[src/rtl/serirq_consts.svh]
// register offsets, field positions, reset values and frame timing of the serial irq block
// assumes a 32-bit word bus with each register on one aligned word
`ifndef SERIRQ_CONSTS_SVH
`define SERIRQ_CONSTS_SVH

// printed offsets are not all multiples of four: they are indices, byte address = 4 * index
`define IDX_MODE            8'h48
`define IDX_TRIG            8'h4A
`define IDX_FLAG            8'h4C
`define ADDR_MODE           10'h120
`define ADDR_TRIG           10'h128
`define ADDR_FLAG           10'h130

`define MODE_RESET          8'h00
`define TRIG_RESET          16'h0000
`define FLAG_RESET          16'h0000
`define MODE_WMASK          8'h0F
`define F_DRIVE             0
`define F_POLL              1
`define F_WIDTH_LO          2

`define START_W0            4'h4
`define START_W1            4'h6
`define START_W2            4'h8
`define SLOT_CLKS           2'h3
`define STOP_CLKS           2'h2
`define IDLE_GAP            8'h10

`endif

[src/rtl/serirq_pkg.sv]
// types shared by the serial irq block
// constants live in serirq_consts.svh
package serirq_pkg;

    typedef enum logic [2:0] {
        ST_IDLE,
        ST_START,
        ST_RECOV_START,
        ST_SLOT,
        ST_STOP,
        ST_GAP
    } frame_st_t;

    typedef struct packed {
        logic [31:0] haddr;
        logic        hwrite;
        logic        sel;
    } bus_req_t;

    typedef struct packed {
        logic [1:0] start_width;
        logic       quiet;
        logic       float_recov;
    } mode_t;

endpackage

[src/rtl/serirq_ctrl.sv]
// serial irq controller: mode, trigger type and level latch registers plus frame engine
// assumes an ahb-lite master on CLK and one shared open-drain serial irq line clocked by CLK
`timescale 1ns/100ps
`include "serirq_consts.svh"

module serirq_ctrl #(
    parameter int SLOTS = 16
) (
    input  wire logic        CLK,
    input  wire logic        RESETN,
    input  wire logic        LINK_RESETN,
    input  wire logic        POR_RESETN,
    input  wire logic        HSEL,
    input  wire logic [31:0] HADDR,
    input  wire logic [1:0]  HTRANS,
    input  wire logic        HWRITE,
    input  wire logic [2:0]  HSIZE,
    input  wire logic [31:0] HWDATA,
    input  wire logic        HREADY,
    output logic      [31:0] HRDATA,
    output logic             HREADYOUT,
    output logic             HRESP,
    input  wire logic        SERIRQ_I,
    output logic             SERIRQ_O,
    output logic             SERIRQ_OEN,
    output logic [SLOTS-1:0] SLOT_ACTIVE
);

    if (SLOTS != 16) begin : slots_check
        $error("serirq_ctrl serves exactly 16 slots");
    end

    // ==========================================================
    // state
    typedef struct packed {
        serirq_pkg::bus_req_t  req;
        logic [7:0]            mode;
        logic [15:0]           trig;
        logic [15:0]           flag;
        logic [31:0]           rdata;
        serirq_pkg::frame_st_t st;
        logic [3:0]            cnt;
        logic [3:0]            slot;
        logic [1:0]            phase;
        logic [7:0]            gap;
        logic                  drv_low;
        logic                  drv_high;
        logic [15:0]           active;
    } state_t;

    state_t s_r;
    state_t s_nxt;
    logic   rst_n;

    assign rst_n = RESETN & LINK_RESETN & POR_RESETN;

    // ==========================================================
    // helpers
    function automatic logic [3:0] start_len(input logic [1:0] w);
        unique case (w)
            2'b00:   start_len = `START_W0;
            2'b01:   start_len = `START_W1;
            2'b10:   start_len = `START_W2;
            default: start_len = `START_W0;
        endcase
    endfunction

    function automatic logic [31:0] read_word(input logic [9:0] a, input state_t s);
        unique case (a)
            `ADDR_MODE: read_word = {24'h000000, s.mode};
            `ADDR_TRIG: read_word = {16'h0000, s.trig};
            `ADDR_FLAG: read_word = {16'h0000, s.flag};
            default:    read_word = 32'h00000000;
        endcase
    endfunction

    // ==========================================================
    // next state
    always_comb begin
        serirq_pkg::mode_t md;
        logic [15:0]       clr;
        logic [15:0]       setf;
        logic              wr;
        s_nxt = s_r;
        md    = s_r.mode[3:0];
        clr   = 16'h0000;
        setf  = 16'h0000;
        wr    = s_r.req.sel & s_r.req.hwrite;

        // bus: address phase captured, data phase applied
        s_nxt.req.sel    = HSEL & HREADY & HTRANS[1];
        s_nxt.req.haddr  = HADDR;
        s_nxt.req.hwrite = HWRITE;
        if (HSEL & HREADY & HTRANS[1] & ~HWRITE) begin
            s_nxt.rdata = read_word(HADDR[9:0], s_r);
        end
        if (wr && s_r.req.haddr[9:0] == `ADDR_MODE) begin
            s_nxt.mode = HWDATA[7:0] & `MODE_WMASK;
        end
        if (wr && s_r.req.haddr[9:0] == `ADDR_TRIG) begin
            s_nxt.trig = HWDATA[15:0];
        end
        if (wr && s_r.req.haddr[9:0] == `ADDR_FLAG) begin
            clr = HWDATA[15:0];
        end

        // the line shares CLK with every peripheral: sampled directly, a one-clock request counts

        s_nxt.drv_low  = 1'b0;
        s_nxt.drv_high = 1'b0;
        unique case (s_r.st)
            serirq_pkg::ST_IDLE: begin
                // continuous starts the next frame as soon as the idle gap ends; quiet waits for a peripheral
                if (!md.quiet || !SERIRQ_I) begin
                    s_nxt.st      = serirq_pkg::ST_START;
                    s_nxt.cnt     = start_len(md.start_width) - 4'h1;
                    s_nxt.drv_low = 1'b1;
                end
            end
            serirq_pkg::ST_START: begin
                s_nxt.drv_low = s_r.cnt != 4'h0;
                s_nxt.cnt     = s_r.cnt - 4'h1;
                if (s_r.cnt == 4'h0) begin
                    s_nxt.st       = serirq_pkg::ST_RECOV_START;
                    s_nxt.drv_high = ~md.float_recov;
                end
            end
            serirq_pkg::ST_RECOV_START: begin
                s_nxt.st    = serirq_pkg::ST_SLOT;
                s_nxt.slot  = 4'h0;
                s_nxt.phase = 2'h0;
            end
            serirq_pkg::ST_SLOT: begin
                // slot: sample, recovery, turnaround; sample taken in phase 1
                if (s_r.phase == 2'h1) begin
                    for (int i = 0; i < 16; i++) begin
                        if (s_r.slot == 4'(i)) begin
                            s_nxt.active[i] = ~SERIRQ_I;
                            setf[i] = ~SERIRQ_I & s_r.trig[i];
                        end
                    end
                end
                s_nxt.phase = s_r.phase + 2'h1;
                if (s_r.phase == `SLOT_CLKS - 2'h1) begin
                    s_nxt.phase = 2'h0;
                    s_nxt.slot  = s_r.slot + 4'h1;
                    if (s_r.slot == 4'hF) begin
                        s_nxt.st      = serirq_pkg::ST_STOP;
                        s_nxt.cnt     = {2'b00, `STOP_CLKS} - 4'h1;
                        s_nxt.drv_low = 1'b1;
                    end
                end
            end
            serirq_pkg::ST_STOP: begin
                s_nxt.drv_low = s_r.cnt != 4'h0;
                s_nxt.cnt     = s_r.cnt - 4'h1;
                if (s_r.cnt == 4'h0) begin
                    s_nxt.st       = serirq_pkg::ST_GAP;
                    s_nxt.gap      = `IDLE_GAP;
                    s_nxt.drv_high = ~md.float_recov;
                end
            end
            serirq_pkg::ST_GAP: begin
                s_nxt.gap = s_r.gap - 8'h01;
                if (s_r.gap == 8'h00) begin
                    s_nxt.st = serirq_pkg::ST_IDLE;
                end
            end
        endcase

        // set beats clear in the same cycle
        s_nxt.flag = (s_r.flag & ~clr) | setf;
    end

    // ==========================================================
    // registers
    always_ff @(posedge CLK) begin
        if (!rst_n) begin
            s_r      <= '0;
            s_r.st   <= serirq_pkg::ST_IDLE;
            s_r.mode <= `MODE_RESET;
            s_r.trig <= `TRIG_RESET;
            s_r.flag <= `FLAG_RESET;
        end else begin
            s_r <= s_nxt;
        end
    end

    // ==========================================================
    // outputs
    assign HRDATA      = s_r.rdata;
    assign HREADYOUT   = 1'b1;
    assign HRESP       = 1'b0;
    assign SERIRQ_O    = ~s_r.drv_low;
    assign SERIRQ_OEN  = ~(s_r.drv_low | s_r.drv_high);
    assign SLOT_ACTIVE = s_r.active;

    // ==========================================================
    // assertions
    start_width_a: assert property (@(posedge CLK) disable iff (!rst_n)
        $rose(s_r.st == serirq_pkg::ST_START) && $past(s_r.mode[3:2]) == 2'b01
        |-> (s_r.st == serirq_pkg::ST_START)[*6] ##1 s_r.st != serirq_pkg::ST_START)
        else $error("start frame width wrong");
    quiet_hold_a: assert property (@(posedge CLK) disable iff (!rst_n)
        s_r.st == serirq_pkg::ST_IDLE && s_r.mode[1] && SERIRQ_I
        |=> s_r.st == serirq_pkg::ST_IDLE)
        else $error("quiet mode started without request");
    recov_drive_a: assert property (@(posedge CLK) disable iff (!rst_n)
        s_r.drv_high |-> !$past(s_r.mode[0]) && !SERIRQ_OEN && SERIRQ_O)
        else $error("recovery drive wrong");
    reserved_field_zero_a: assert property (@(posedge CLK) disable iff (!rst_n)
        s_r.mode[7:4] == 4'h0)
        else $error("reserved mode bits set");
    trig_write_a: assert property (@(posedge CLK) disable iff (!rst_n)
        s_r.req.sel && s_r.req.hwrite && s_r.req.haddr[9:0] == `ADDR_TRIG
        |=> s_r.trig == $past(HWDATA[15:0]))
        else $error("trigger write lost");
    level_set_a: assert property (@(posedge CLK) disable iff (!rst_n)
        s_r.st == serirq_pkg::ST_SLOT && s_r.phase == 2'h1 && !SERIRQ_I
        && s_r.trig[s_r.slot] |=> s_r.flag[$past(s_r.slot)])
        else $error("level flag not set");
    clear_a: assert property (@(posedge CLK) disable iff (!rst_n)
        s_r.req.sel && s_r.req.hwrite && s_r.req.haddr[9:0] == `ADDR_FLAG
        && s_r.st != serirq_pkg::ST_SLOT |=> (s_r.flag & $past(HWDATA[15:0])) == 16'h0000)
        else $error("flag clear failed");
    edge_none_a: assert property (@(posedge CLK) disable iff (!rst_n)
        ((s_r.flag & ~$past(s_r.flag)) & ~$past(s_r.trig)) == 16'h0000)
        else $error("edge slot set a flag");
    stop_after_a: assert property (@(posedge CLK) disable iff (!rst_n)
        s_r.st == serirq_pkg::ST_SLOT && s_r.slot == 4'hF && s_r.phase == 2'h2
        |=> s_r.st == serirq_pkg::ST_STOP)
        else $error("stop frame missing");
    flag_read_a: assert property (@(posedge CLK) disable iff (!rst_n)
        HSEL && HREADY && HTRANS[1] && !HWRITE && HADDR[9:0] == `ADDR_FLAG
        |=> HRDATA[15:0] == $past(s_r.flag))
        else $error("flag readback wrong");
    reset_clear_a: assert property (@(posedge CLK)
        !rst_n |=> s_r.mode == 8'h00 && s_r.trig == 16'h0000 && s_r.flag == 16'h0000)
        else $error("reset did not clear");
    start_drive_a: assert property (@(posedge CLK) disable iff (!rst_n)
        s_r.st == serirq_pkg::ST_START |-> !SERIRQ_OEN && !SERIRQ_O)
        else $error("start frame not driven low");
    idle_leave_a: assert property (@(posedge CLK) disable iff (!rst_n)
        s_r.st == serirq_pkg::ST_IDLE && (!s_r.mode[1] || !SERIRQ_I)
        |=> s_r.st == serirq_pkg::ST_START)
        else $error("frame did not start");
    float_recov_a: assert property (@(posedge CLK) disable iff (!rst_n)
        s_r.st == serirq_pkg::ST_RECOV_START && $past(s_r.mode[0]) |-> SERIRQ_OEN)
        else $error("recovery not floated");
    mode_read_a: assert property (@(posedge CLK) disable iff (!rst_n)
        HSEL && HREADY && HTRANS[1] && !HWRITE && HADDR[9:0] == `ADDR_MODE
        |=> HRDATA[31:4] == 28'h0000000)
        else $error("reserved mode bits read back");
    level_hold_a: assert property (@(posedge CLK) disable iff (!rst_n)
        !(s_r.req.sel && s_r.req.hwrite && s_r.req.haddr[9:0] == `ADDR_FLAG)
        |=> (s_r.flag & $past(s_r.flag)) == $past(s_r.flag))
        else $error("flag dropped without clear");
    recov_one_a: assert property (@(posedge CLK) disable iff (!rst_n)
        s_r.st == serirq_pkg::ST_RECOV_START
        |=> s_r.st == serirq_pkg::ST_SLOT && s_r.slot == 4'h0 && s_r.phase == 2'h0)
        else $error("slots did not follow start");
    slot_idle_a: assert property (@(posedge CLK) disable iff (!rst_n)
        s_r.st == serirq_pkg::ST_SLOT |-> SERIRQ_OEN)
        else $error("device drove a slot");
    active_track_a: assert property (@(posedge CLK) disable iff (!rst_n)
        s_r.st == serirq_pkg::ST_SLOT && s_r.phase == 2'h1
        |=> SLOT_ACTIVE[$past(s_r.slot)] == $past(!SERIRQ_I))
        else $error("slot activity lost");
    stop_drive_a: assert property (@(posedge CLK) disable iff (!rst_n)
        s_r.st == serirq_pkg::ST_STOP |-> !SERIRQ_OEN && !SERIRQ_O)
        else $error("stop frame not driven low");
    gap_len_a: assert property (@(posedge CLK) disable iff (!rst_n)
        s_r.st == serirq_pkg::ST_STOP && s_r.cnt == 4'h0
        |=> s_r.st == serirq_pkg::ST_GAP ##17 s_r.st == serirq_pkg::ST_IDLE)
        else $error("idle gap length wrong");

    // ==========================================================
    // main scenarios

    frame_done_c: cover property (@(posedge CLK) disable iff (!rst_n)
        s_r.st == serirq_pkg::ST_STOP);
    level_hit_c: cover property (@(posedge CLK) disable iff (!rst_n) |s_r.flag);
    quiet_start_c: cover property (@(posedge CLK) disable iff (!rst_n)
        s_r.mode[1] && $rose(s_r.st == serirq_pkg::ST_START));
    width8_c: cover property (@(posedge CLK) disable iff (!rst_n)
        $rose(s_r.st == serirq_pkg::ST_START) && $past(s_r.mode[3:2]) == 2'b10);
    rearm_c: cover property (@(posedge CLK) disable iff (!rst_n)
        s_r.req.sel && s_r.req.hwrite && s_r.req.haddr[9:0] == `ADDR_FLAG
        && |(s_r.flag & HWDATA[15:0]));

endmodule

[config.mk]
export PLATFORM = sky130hd
export DESIGN_NAME = serirq_ctrl
export DESIGN_NICKNAME = d
export VERILOG_FILES = /design/src/rtl/serirq_pkg.sv /design/src/rtl/serirq_ctrl.sv
export VERILOG_INCLUDE_DIRS = /design/src /design/src/rtl
export SDC_FILE = /design/constraint.sdc
export NUM_CORES = 1
export LEC_CHECK = 0
export BUFFER_PORTS_ARGS = -buffer_cell sky130_fd_sc_hd__buf_4
export CAP_MARGIN = 10
export CORE_MARGIN = 2
export CORE_UTILIZATION = 25
export CTS_CLUSTER_DIAMETER = 120
export DETAILED_ROUTE_END_ITERATION = 7
export PLACE_DENSITY = 0.54
export SETUP_SLACK_MARGIN = 0.3
export SLEW_MARGIN = 40
export SYNTH_ARGS = -nofsm -noshare
export SYNTH_HDL_FRONTEND = slang
export SYNTH_SLANG_ARGS = --single-unit
[constraint.sdc]
create_clock -name CLK -period 2.8 [get_ports CLK]
set_input_delay 0.28 -clock CLK [delete_from_list [all_inputs] [get_ports CLK]]
set_output_delay 0.28 -clock CLK [all_outputs]
set_load 0.1 [all_outputs]
# ---- Word level (Yosys, flattened, before mapping)
# Index checks and enable logic that the tools add are counted.
dict set report classes {
  addsub 5
  multipliers 0
  div_mod_pow 0
  order_cmp 0
  n_eq_ne 36
  shift 0
  mux 38
  n_bitwise 31
  reduce_logical 36
}
# cell count
set op_table {}
lappend op_table {{$eq A10 B9 Y1 const B} 6}
lappend op_table {{$reduce_and A3 Y1} 17}
lappend op_table {{$mux W16} 3}
lappend op_table {{$pmux W16 S3} 1}
lappend op_table {{$eq A4 B4 Y1 const B} 8}
lappend op_table {{$and A1 B1 Y1} 22}
lappend op_table {{$mux W1} 19}
lappend op_table {{$pmux W3 S6} 1}
lappend op_table {{$and A16 B16 Y16} 1}
lappend op_table {{$eq A4 B3 Y1 const B} 4}
lappend op_table {{$not A16 Y16} 1}
lappend op_table {{$or A16 B16 Y16} 1}
lappend op_table {{$pmux W8 S2} 1}
lappend op_table {{$mux W7} 2}
lappend op_table {{$mux W13} 1}
lappend op_table {{$ne A2 B2 Y1 const B} 6}
lappend op_table {{$pmux W4 S3} 1}
lappend op_table {{$pmux W6 S2} 1}
lappend op_table {{$mux W3} 3}
lappend op_table {{$eq A4 B2 Y1 const B} 2}
lappend op_table {{$logic_not A4 Y1} 2}
lappend op_table {{$logic_not A8 Y1} 1}
lappend op_table {{$mux W4} 2}
lappend op_table {{$mux W8} 1}
lappend op_table {{other kinds (25)} 39}
dict set report word_totals {
  ff_bits 119
  latch_bits 0
  ramBits 0
  romBits 0
  input_bits 77
  output_inout_bits 52
  word_cells 176
  n_memories 0
}

# ---- Depth between registers and ports, before layout
# Gate-level depths: netlist (run 1).
dict set report logic_depth {
  word_depth 7
  depth_mapped 8
  ltp_nobuf 8
}

# ---- Worst setup path after synthesis (run 1)
# No wires, ideal clock.
dict set report synth_timing {
  kind {reg-to-reg}
  start {reg s_r[21] in the netlist's numbering}
  end {reg s_r[38] in the netlist's numbering}
  arrival_ns 1.867
  t_required_ns 2.728
  path_slack_ns 0.862
  stages_incl_launch_ff 6
  path_buffers 0
  period_less_slack_ns 1.938
  path_cell_list {dfxtp_1 > or4_4 > or4b_1 > a22o_1 > a21oi_2 > mux2i_1}
}
dict set report synth_via {
  elab_chain_cells 3
}
# item line_no
set synth_rtl {}
lappend synth_rtl {{start: declaration} serirq_ctrl.sv:51} ;# state_t s_r;
lappend synth_rtl {{start signal: assignment} serirq_ctrl.sv:185} ;# s_r <= s_nxt;
lappend synth_rtl {{$logic_not A8 Y1} serirq_ctrl.sv:165} ;# if (s_r.gap == 8'h00) begin
lappend synth_rtl {{$ne A2 B2 Y1 (no line)} --}
lappend synth_rtl {{$reduce_and A6 Y1 (no line)} --}
# No other way between the ends.
# A chain may end at the register's enable or synchronous reset.

# ---- Final worst setup path (run 1)
dict set report layout_timing {
  start {reg s_r[38] in the netlist's numbering}
  end {reg s_r[34] in the netlist's numbering}
}
dict set report layout_via {
  elab_chain_cells 4
}
# item line_no
set layout_rtl {}
lappend layout_rtl {{$eq A3 B3 Y1 or $eq A3 B1 Y1 (tied branches)} serirq_ctrl.sv:111} ;# unique case (s_r.st)
lappend layout_rtl {{$reduce_or A2 Y1 (no line)} --}
lappend layout_rtl {{$reduce_bool A3 Y1 (no line)} --}
lappend layout_rtl {{$reduce_and A4 Y1 (no line)} --}
# Parallel ways exist; a longest one is shown, timed or not.

==> flow_summary.toml, run 1 <==
[status]
status = "completed"

[critical_path]
startpoint_type = "flop"
cp_max_fo = 13
path_buf_inv = 0
cpPeakStageDelay_ps = 570
r2r_cells = 8
path_class = "reg -> reg"
worstReg2RegStart = "s_r[38]"
cp_top_family = "compound AO/OA/AOI/OAI gates"
cpMostUsedCell = "a21oi_1"
cp_cell_sequence = "nand2b_1, a21oi_1, nor3b_1, a21oi_1, ha_1, nand2_1, o32ai_1, a21o_1"
critPathSlowestCell = "dfxtp_1"
r2r_slack_ps = 650
arrival_ps = 2460
cp-end-kind = "flop"
crit_required_ps = 3110
worst_r2r_endpoint = "s_r[34]"

[sta]
drv_slew = 0
hold_violations = 0
maxSlewHeadroom = 0.522
finalCritPeriodShare = 0.768
worst_slew_pin_slew_ps = 718
fin_tns_setup_ps = 0
grt_setup_unrepaired = "no"
max_freq_mhz = 465
min_period_ps = 2150
setup_slack_ps = 651
skew_ps = 6.60
setup_viol_count_final = 0

[floorplanning]
boundaryPins = 129
start_util = 0.254
die_area_um2 = 20100
fp.dieW_um = 142
rows = 50
die_y_um = 142
core-area_um2 = 18600

[min_path]
hold_path.startpoint = "HADDR[6]"
hold_end = "s_r[119]"
min_delay_path_depth = 2
hp-class = "in -> reg"

[synth]
synth_area_um2 = 4740
seq_area_frac_synth = 0.435
async_flop_share = 0
synth_flop_cell = "dfxtp_1"
syn_inst = 569
synth_edf_count = 0
synth_seq_cells = 103
avgSynthCellArea_um2 = 8.33
yosysUniqueCellTypes = 57
ys_warn_count = 0

[route]
wl_mm = 11.7
drt_iter0_drc = 229
dr.pass1.iters = 4
drt_drc_violations_left = 0
vias_per_cell = 4.62
antenna_left = 0
routedWlPerCell_um = 13.9
route.vias.total = 3879

[global_route]
antenna_found_initial = 0
grt_pass1_wl_mm = 19.0
grt_max_degree = 27
gr-total-overflow = 0
grt_util_all_layers = 0.119
grt_pass1_vias = 3544

[clocking]
post_cts_buffers = 0
ctsHoldBuffers = 0
cts_tree = "done"
clk-insertion-delay-late_ps = 360
clockBufferDepth = 2
cts-root-buf = "clkbuf_16"
cts-resized-gates = 0
clock-sinks = 103
htreeDepth = 3
clkTransAtPathRegs_ps = 70
numCtsBuffers = 9

[cells_and_area]
final_cells = 839
synthToLayoutAreaGrowth_pct = 17.4
num_antenna_cells = 0
nNetsFinal = 685
final_common_cell = "dfxtp_1"
final_cell_mix = "dfxtp_1, buf_4, nand2_1"
drive_gt1_frac = 0.193

[power_and_ir_drop]
power_leakage_nw = 2.11
p_per_area_nw_per_um2 = 544
irDropWorstVdd_mv = 0.287

[placement]
port_buffers = 68
preCtsSetupSlack_ps = 734
placedCellCount = 824
hpwlAfterDp_mm = 8.19
gp_congestion = 0.734

[flow_run]
maxCapViolations = 0
routing by layer:
metal,global-route usage,part of all wire,vias to the layer above
met5,0,0,-
met4,0.0332,0.017,0
met3,0.0314,0.048,10
met2,0.184,0.45,97
met1,0.164,0.48,1801
li1,-,-,1971
per-stage QoR:
stage	util	power, W	cell area [um2]	hold WS [ps]
after floorplan	-	0.00170	4800	402
after global placement	0.282	0.00176	5250	437
after detailed placement	0.282	0.00176	5250	447
after CTS	0.298	0.00307	5560	123
after global routing	0.299	0.00315	5570	123
final	0.299	0.00303	5570	134
cell families after synthesis:
logic type	after synthesis	share of synthesized area
compound gates	143	0.187
xor+xnor	2	0.00370
fa+ha+maj	7	0.0185
buf+inv	93	0.117
flops	103	0.435
mux	13	0.0280
other cells	2	0.00158
simple gates	206	0.210
registers in the layout (all words and copies together) (netlist names):
register,cells
s_r,71
HRDATA,16
SLOT_ACTIVE,16
cell usage after synthesis (all sizes together), types with 2 or more instances:
| master | number | area [um2] |
|---|---|---|
| dfxtp | 103 | 2060 |
| nand2 | 75 | 282 |
| buf | 56 | 414 |
| a21oi | 54 | 274 |
| nor2 | 46 | 173 |
| o21ai | 36 | 180 |
| clkbuf | 29 | 109 |
| nand3 | 22 | 110 |
| a311oi | 17 | 149 |
| and2 | 16 | 100 |
| a22oi | 14 | 105 |
| mux2i | 11 | 110 |
| nor2b | 8 | 50.1 |
| nor3 | 8 | 40.0 |
| ha | 7 | 87.6 |
| inv | 7 | 26.3 |
| nand2b | 7 | 43.8 |
| nor3b | 6 | 50.1 |
| a21o | 3 | 22.5 |
| nor4 | 3 | 18.8 |
| a221oi | 2 | 17.5 |
| and3 | 2 | 12.5 |
| conb | 2 | 7.51 |
| mux2 | 2 | 22.5 |
| nand4 | 2 | 12.5 |
| nor4b | 2 | 17.5 |
| o21bai | 2 | 15.0 |
| o31ai | 2 | 15.0 |
| or4b | 2 | 20.0 |
power breakdown:
part	switching (W)	internal, W	total [W]	leakage, nW
clock network	0.000583	0.000724	0.00131	0.147
registers	0.00000444	0.00147	0.00148	0.831
logic	0.000187	0.0000577	0.000245	1.13
layout make-up:
class,count,area (um2)
multi-input cells,389,2200
fillers,2003,13100
flip-flops and latches,103,2060
clock inverters,5,66.3
well taps,234,293
repair buffers,90,676
inverters,8,30.0
clock buffers,10,239
worst max-delay path by stage:
stage | depth (start not counted) | to | start
after CTS | 8 | s_r[34] | s_r[38]
after global placement | 8 | s_r[34] | s_r[38]
after global routing | 8 | s_r[33] | s_r[38]
after floorplan | 5 | s_r[38] | s_r[21]
after detailed placement | 8 | s_r[34] | s_r[38]
final | 8 | s_r[34] | s_r[38]
No activity file was read; power rests on OpenSTA's default activity.
==> inputs of run 2 (changes only) <==
- ABC_AREA: default -> 1
- clock period: 2.8 -> 2.2 ns (I/O delays scaled with it)
==> run 2 against run 1 <==
Effect of this change: utilization shrank 0.27 points; area after synthesis grew 6.7%; combinational power grew 32%; clock power grew 27%; clock skew grew 4.7 ps; non-clock buffer count shrank 6; largest power group unchanged.
==> flow_summary.toml, run 2 <==
[critical_path]
path_buf_inv = 2
cp-end-kind = "flop"
cp_max_fo = 7
crit_required_ps = 2410
cpPeakStageDelay_ps = 430
path_class = "reg -> reg"
arrival_ps = 1920
cp_top_family = "simple AND/OR/NAND/NOR gates"
cp_cell_sequence = "inv_2, nand3_1, nand2_1, nand2_1, nand2_1, ha_1, inv_1, nand2_1, nand2_1, nor2_1, nor2_1, nor2_1"
cpMostUsedCell = "nand2_1"
startpoint_type = "flop"
critPathSlowestCell = "dfxtp_1"

[sta]
finalCritPeriodShare = 0.774
drv_slew = 0
fin_tns_setup_ps = 0
setup_viol_count_final = 0
skew_ps = 11.3
hold_violations = 0
min_period_ps = 1700
grt_setup_unrepaired = "yes"
worst_slew_pin_slew_ps = 625
maxSlewHeadroom = 0.583
hold_slack_ps = 91.0
max_freq_mhz = 588

[route]
drt_iter0_drc = 273
antenna_left = 0
route.vias.total = 4470
vias_per_cell = 4.38
dr.pass1.iters = 5
drt_drc_violations_left = 0
routedWlPerCell_um = 12.9
wl_mm = 13.1

[placement]
placedCellCount = 1005
hpwlAfterDp_mm = 9.29
port_buffers = 68
gp_congestion = 0.782

[synth]
synth_seq_cells = 103
syn_inst = 712
yosys.area.top_type = "dfxtp_1"
synth_top_cells_by_count = "nand2_1, dfxtp_1, nand3_1"
synth_area_um2 = 5060
synth_area_leaders = "dfxtp_1, nand2_1, nand3_1"
ys_warn_count = 0
synth_top_area_frac = 0.408
synth_edf_count = 0
seq_area_frac_synth = 0.408
yosysUniqueCellTypes = 35
synth_most_common_cell = "nand2_1"
synth_flop_cell = "dfxtp_1"
avgSynthCellArea_um2 = 7.11
async_flop_share = 0

[clocking]
numCtsBuffers = 9
clockBufferDepth = 2
cts_tree = "done"
htreeDepth = 3
clkTransAtPathRegs_ps = 70
clk-insertion-delay-late_ps = 350
cts-root-buf = "clkbuf_16"
ctsHoldBuffers = 0
clock-sinks = 103

[power_and_ir_drop]
irDropWorstVdd_mv = 0.355
finalPower_w = 0.00387
power_leakage_nw = 2.30
p_per_area_nw_per_um2 = 653

[cells_and_area]
num_antenna_cells = 0
final_common_cell = "nand2_1"
synthToLayoutAreaGrowth_pct = 17.2
nNetsFinal = 830
largest_reg_flops = 71
fin_util = 0.296
final_cells = 1021
final_cell_mix = "nand2_1, dfxtp_1, nand3_1"
num-fill-cells = 2229
drive_gt1_frac = 0.161
regMostFlops = "s_r"

[min_path]
hp-class = "in -> reg"

[floorplanning]
die_y_um = 146
boundaryPins = 129
rows = 52
fp.dieW_um = 146
start_util = 0.252
core-area_um2 = 20000
die_area_um2 = 21400

[global_route]
antenna_found_initial = 0
gr-total-overflow = 0
grt_pass1_wl_mm = 21.3
grt_util_all_layers = 0.124
grt_pass1_vias = 4219
grt_max_degree = 78

[flow_run]
maxCapViolations = 0

[status]
status = "completed"
run 2: cell count changes after synthesis, moves of 16 or more:
cell,before,now
nand4_1,2,18
nand3_1,22,91
a311oi_1,17,0
a21oi_1,53,84
nand2_1,75,128
and2_1,16,0
inv_1,7,68
run 2: power breakdown:
group,leakage [nW],switching (W),internal [W]
sequential,0.831,0.00000592,0.00187
clock,0.153,0.000746,0.000920
combinational,1.32,0.000252,0.0000723
run 2: path summary, 6_finish.rpt:
path | startpoint | endpoint | slack [ps] | depth (start not counted)
setup / recovery | s_r[38] | s_r[34] | 500 | 12
hold / removal | HADDR[9] | s_r[122] | 90 | 3
setup reg to reg | s_r[38] | s_r[34] | 500 | 12
hold reg to reg | SLOT_ACTIVE[8] | SLOT_ACTIVE[8] | 460 | 2
run 2: tightest hold or removal path: stages:
cell    delay (ps)
buf_4           80
inv_1           30
nor2_1          80
run 2: timing repair:
| item | CTS | global route |
|---|---|---|
| gates resized for setup | 0 | 2 |
| setup buffers | 0 | 0 |
| setup endpoints to repair | 0 | 2 |
run 2: logic make-up (layout without fill, tap and decap cells):
logic type / count (synthesis) / in the layout / share of synthesized area
compound gates: 132 / 132 / 0.135
fa+ha+maj: 7 / 7 / 0.0173
other cells: 2 / 18 / 0.00148
buf+inv: 153 / 176 / 0.153
flops: 103 / 103 / 0.408
simple gates: 310 / 310 / 0.276
xor+xnor: 5 / 5 / 0.00865
run 2: layer usage:
| metal | part of all wire | vias to the layer above | GRT usage |
|---|---|---|---|
| met3 | 0.041 | 13 | 0.0241 |
| met5 | 0 | - | 0 |
| met1 | 0.45 | 2060 | 0.153 |
| met2 | 0.50 | 76 | 0.215 |
| met4 | 0.015 | 0 | 0.0437 |
| li1 | - | 2321 | - |
run 2: metrics by stage:
step	instance area, um2	worst slack, ps
detailed placement	5620	461
global placement	5620	481
global route	5930	297
CTS	5920	445
finish	5930	498
floorplan	5120	427
run 2: cell type report:
type	count	area, um2	area share
Sequential cell	103	2060	0.348
Clock buffer	10	239	0.0403
Multi-Input combinational cell	472	2290	0.386
Clock inverter	6	66.3	0.0112
Inverter	76	285	0.0481
Timing Repair Buffer	84	647	0.109
Tap cell	270	338	0.0570
==> inputs of run 3 (changes only) <==
- clock period: 2.2 -> 1.75 ns (I/O delays scaled with it)
==> run 3 against run 2 <==
Effect of this change: global-route usage grew 0.48 points; largest power group unchanged; critical path depth shrank 1; die area is the same; sequential power grew 25%; final cell count grew 1.9%; clock power grew 28%; worst setup slack lost 230 ps.
==> flow_summary.toml, run 3 (synthesis gave the netlist of run 2 again) <==
[global_route]
grt_pass1_vias = 4367
grt_max_degree = 78
gr-total-overflow = 0
antenna_found_initial = 0
grt_pass1_wl_mm = 22.1
grt_util_all_layers = 0.129

[cells_and_area]
drive_gt1_frac = 0.231
final_cell_mix = "nand2_1, buf_4, dfxtp_1"
num-fill-cells = 2209
regMostFlops = "s_r"
largest_reg_flops = 71
nNetsFinal = 850
synthToLayoutAreaGrowth_pct = 26.3
num_antenna_cells = 0
final_common_cell = "nand2_1"

[power_and_ir_drop]
p_clk_frac = 0.435
internal_power_w = 0.00363
power_leakage_nw = 2.51
seqPwrFrac = 0.479
swShare = 0.261
pwr-share-comb = 0.086
switchingPower_w = 0.00128
irDropWorstVdd_mv = 0.383
p_per_area_nw_per_um2 = 769

[critical_path]
critPathSlowestCell = "dfxtp_4"
cp_cell_sequence = "nor2_4, nand2_4, nand2_4, nand2_2, nand2_2, ha_4, nand3_2, nand2_1, nor2_1, nor2_1, nor2_1"
startpoint_type = "flop"
arrival_ps = 1720
crit_required_ps = 1990
cp-end-kind = "flop"
cp_max_fo = 7
path_class = "reg -> reg"
cpPeakStageDelay_ps = 390
cpMostUsedCell = "nor2_1"

[sta]
setup_viol_count_final = 0
finalCritPeriodShare = 0.845
grt_setup_unrepaired = "yes"
drv_slew = 0
setup_slack_ps = 271
min_period_ps = 1480
skew_ps = 10.2
fin_tns_setup_ps = 0
max_freq_mhz = 676
hold_violations = 0

[clocking]
numCtsBuffers = 9
clk-insertion-delay-late_ps = 360
cts-root-buf = "clkbuf_16"
cts_tree = "done"
clock-sinks = 103
clockBufferDepth = 2
htreeDepth = 3
clkTransAtPathRegs_ps = 70
ctsHoldBuffers = 0

[route]
antenna_left = 0
route.vias.total = 4660
drt_drc_violations_left = 0
routedWlPerCell_um = 13.4
wl_mm = 13.9
vias_per_cell = 4.48
drt_iter0_drc = 240
dr.pass1.iters = 4

[floorplanning]
rows = 52
core-area_um2 = 20000
die_area_um2 = 21400
fp.dieW_um = 146
die_y_um = 146
start_util = 0.252
boundaryPins = 129

[placement]
preCtsSetupSlack_ps = 130
hpwlAfterDp_mm = 9.31
gp_congestion = 0.804
port_buffers = 68

[flow_run]
maxCapViolations = 0

[status]
status = "completed"

[min_path]
hp-class = "in -> reg"
-- run 3: final timing paths --
check	startpoint	end	slack, ps	cells past startpoint
max	s_r[36]	s_r[34]	270	11
min reg2reg	s_r[92]	s_r[92]	460	2
max reg2reg	s_r[36]	s_r[34]	270	11
min	HADDR[6]	s_r[119]	40	3
-- run 3: per-stage QoR --
step           utilization  cell area, um2  total power, W  cells  hold WS (ps)
2_1_floorplan            -            5130         0.00274    728           287
3_3_place_gp         0.281            5640         0.00283   1007           412
3_5_place_dp         0.281            5640         0.00283   1007           412
4_1_cts              0.305            6120         0.00494   1029          38.4
5_1_grt              0.319            6390         0.00506   1040          45.4
6_report             0.319            6390         0.00492   1040          42.7
-- run 3: power groups by stage --
stage	sequential, W	clock [W]	combinational, W
global route	0.00235	0.00226	0.000451
global placement	0.00242	0	0.000410
detailed placement	0.00242	0	0.000410
finish	0.00235	0.00214	0.000423
CTS	0.00236	0.00217	0.000413
floorplan	0.00242	0	0.000322
-- run 3: area by class of cell --
class	instances	area, um2	share of cell area
multi-input cells	472	2500	0.391
flip-flops and latches	103	2090	0.327
repair buffers	104	843	0.132
well taps	270	338	0.0528
inverters	76	320	0.0501
clock buffers	11	253	0.0395
clock inverters	4	52.6	0.00822
-- run 3: metal layers --
layer | global-route usage | wire length (um)
met2 | 0.222 | 6990
met1 | 0.156 | 6200
met5 | 0 | 0
met4 | 0.0573 | 175
met3 | 0.0231 | 536
-- run 3: timing repair --
| action | 4_1_cts | 5_1_grt |
|---|---|---|
| pin swaps | 4 | 17 |
| endpoints found under the setup margin | 40 | 61 |
| setup buffers | 6 | 11 |
| gates cloned | 1 | 0 |
| gates resized for setup | 30 | 58 |
-- run 3: worst max-delay path: cells and delay by family (launching register included) --
| family | cells | cell delay (ps) |
|---|---|---|
| flops | 1 | 390 |
| fa+ha+maj | 1 | 140 |
| simple gates | 10 | 830 |
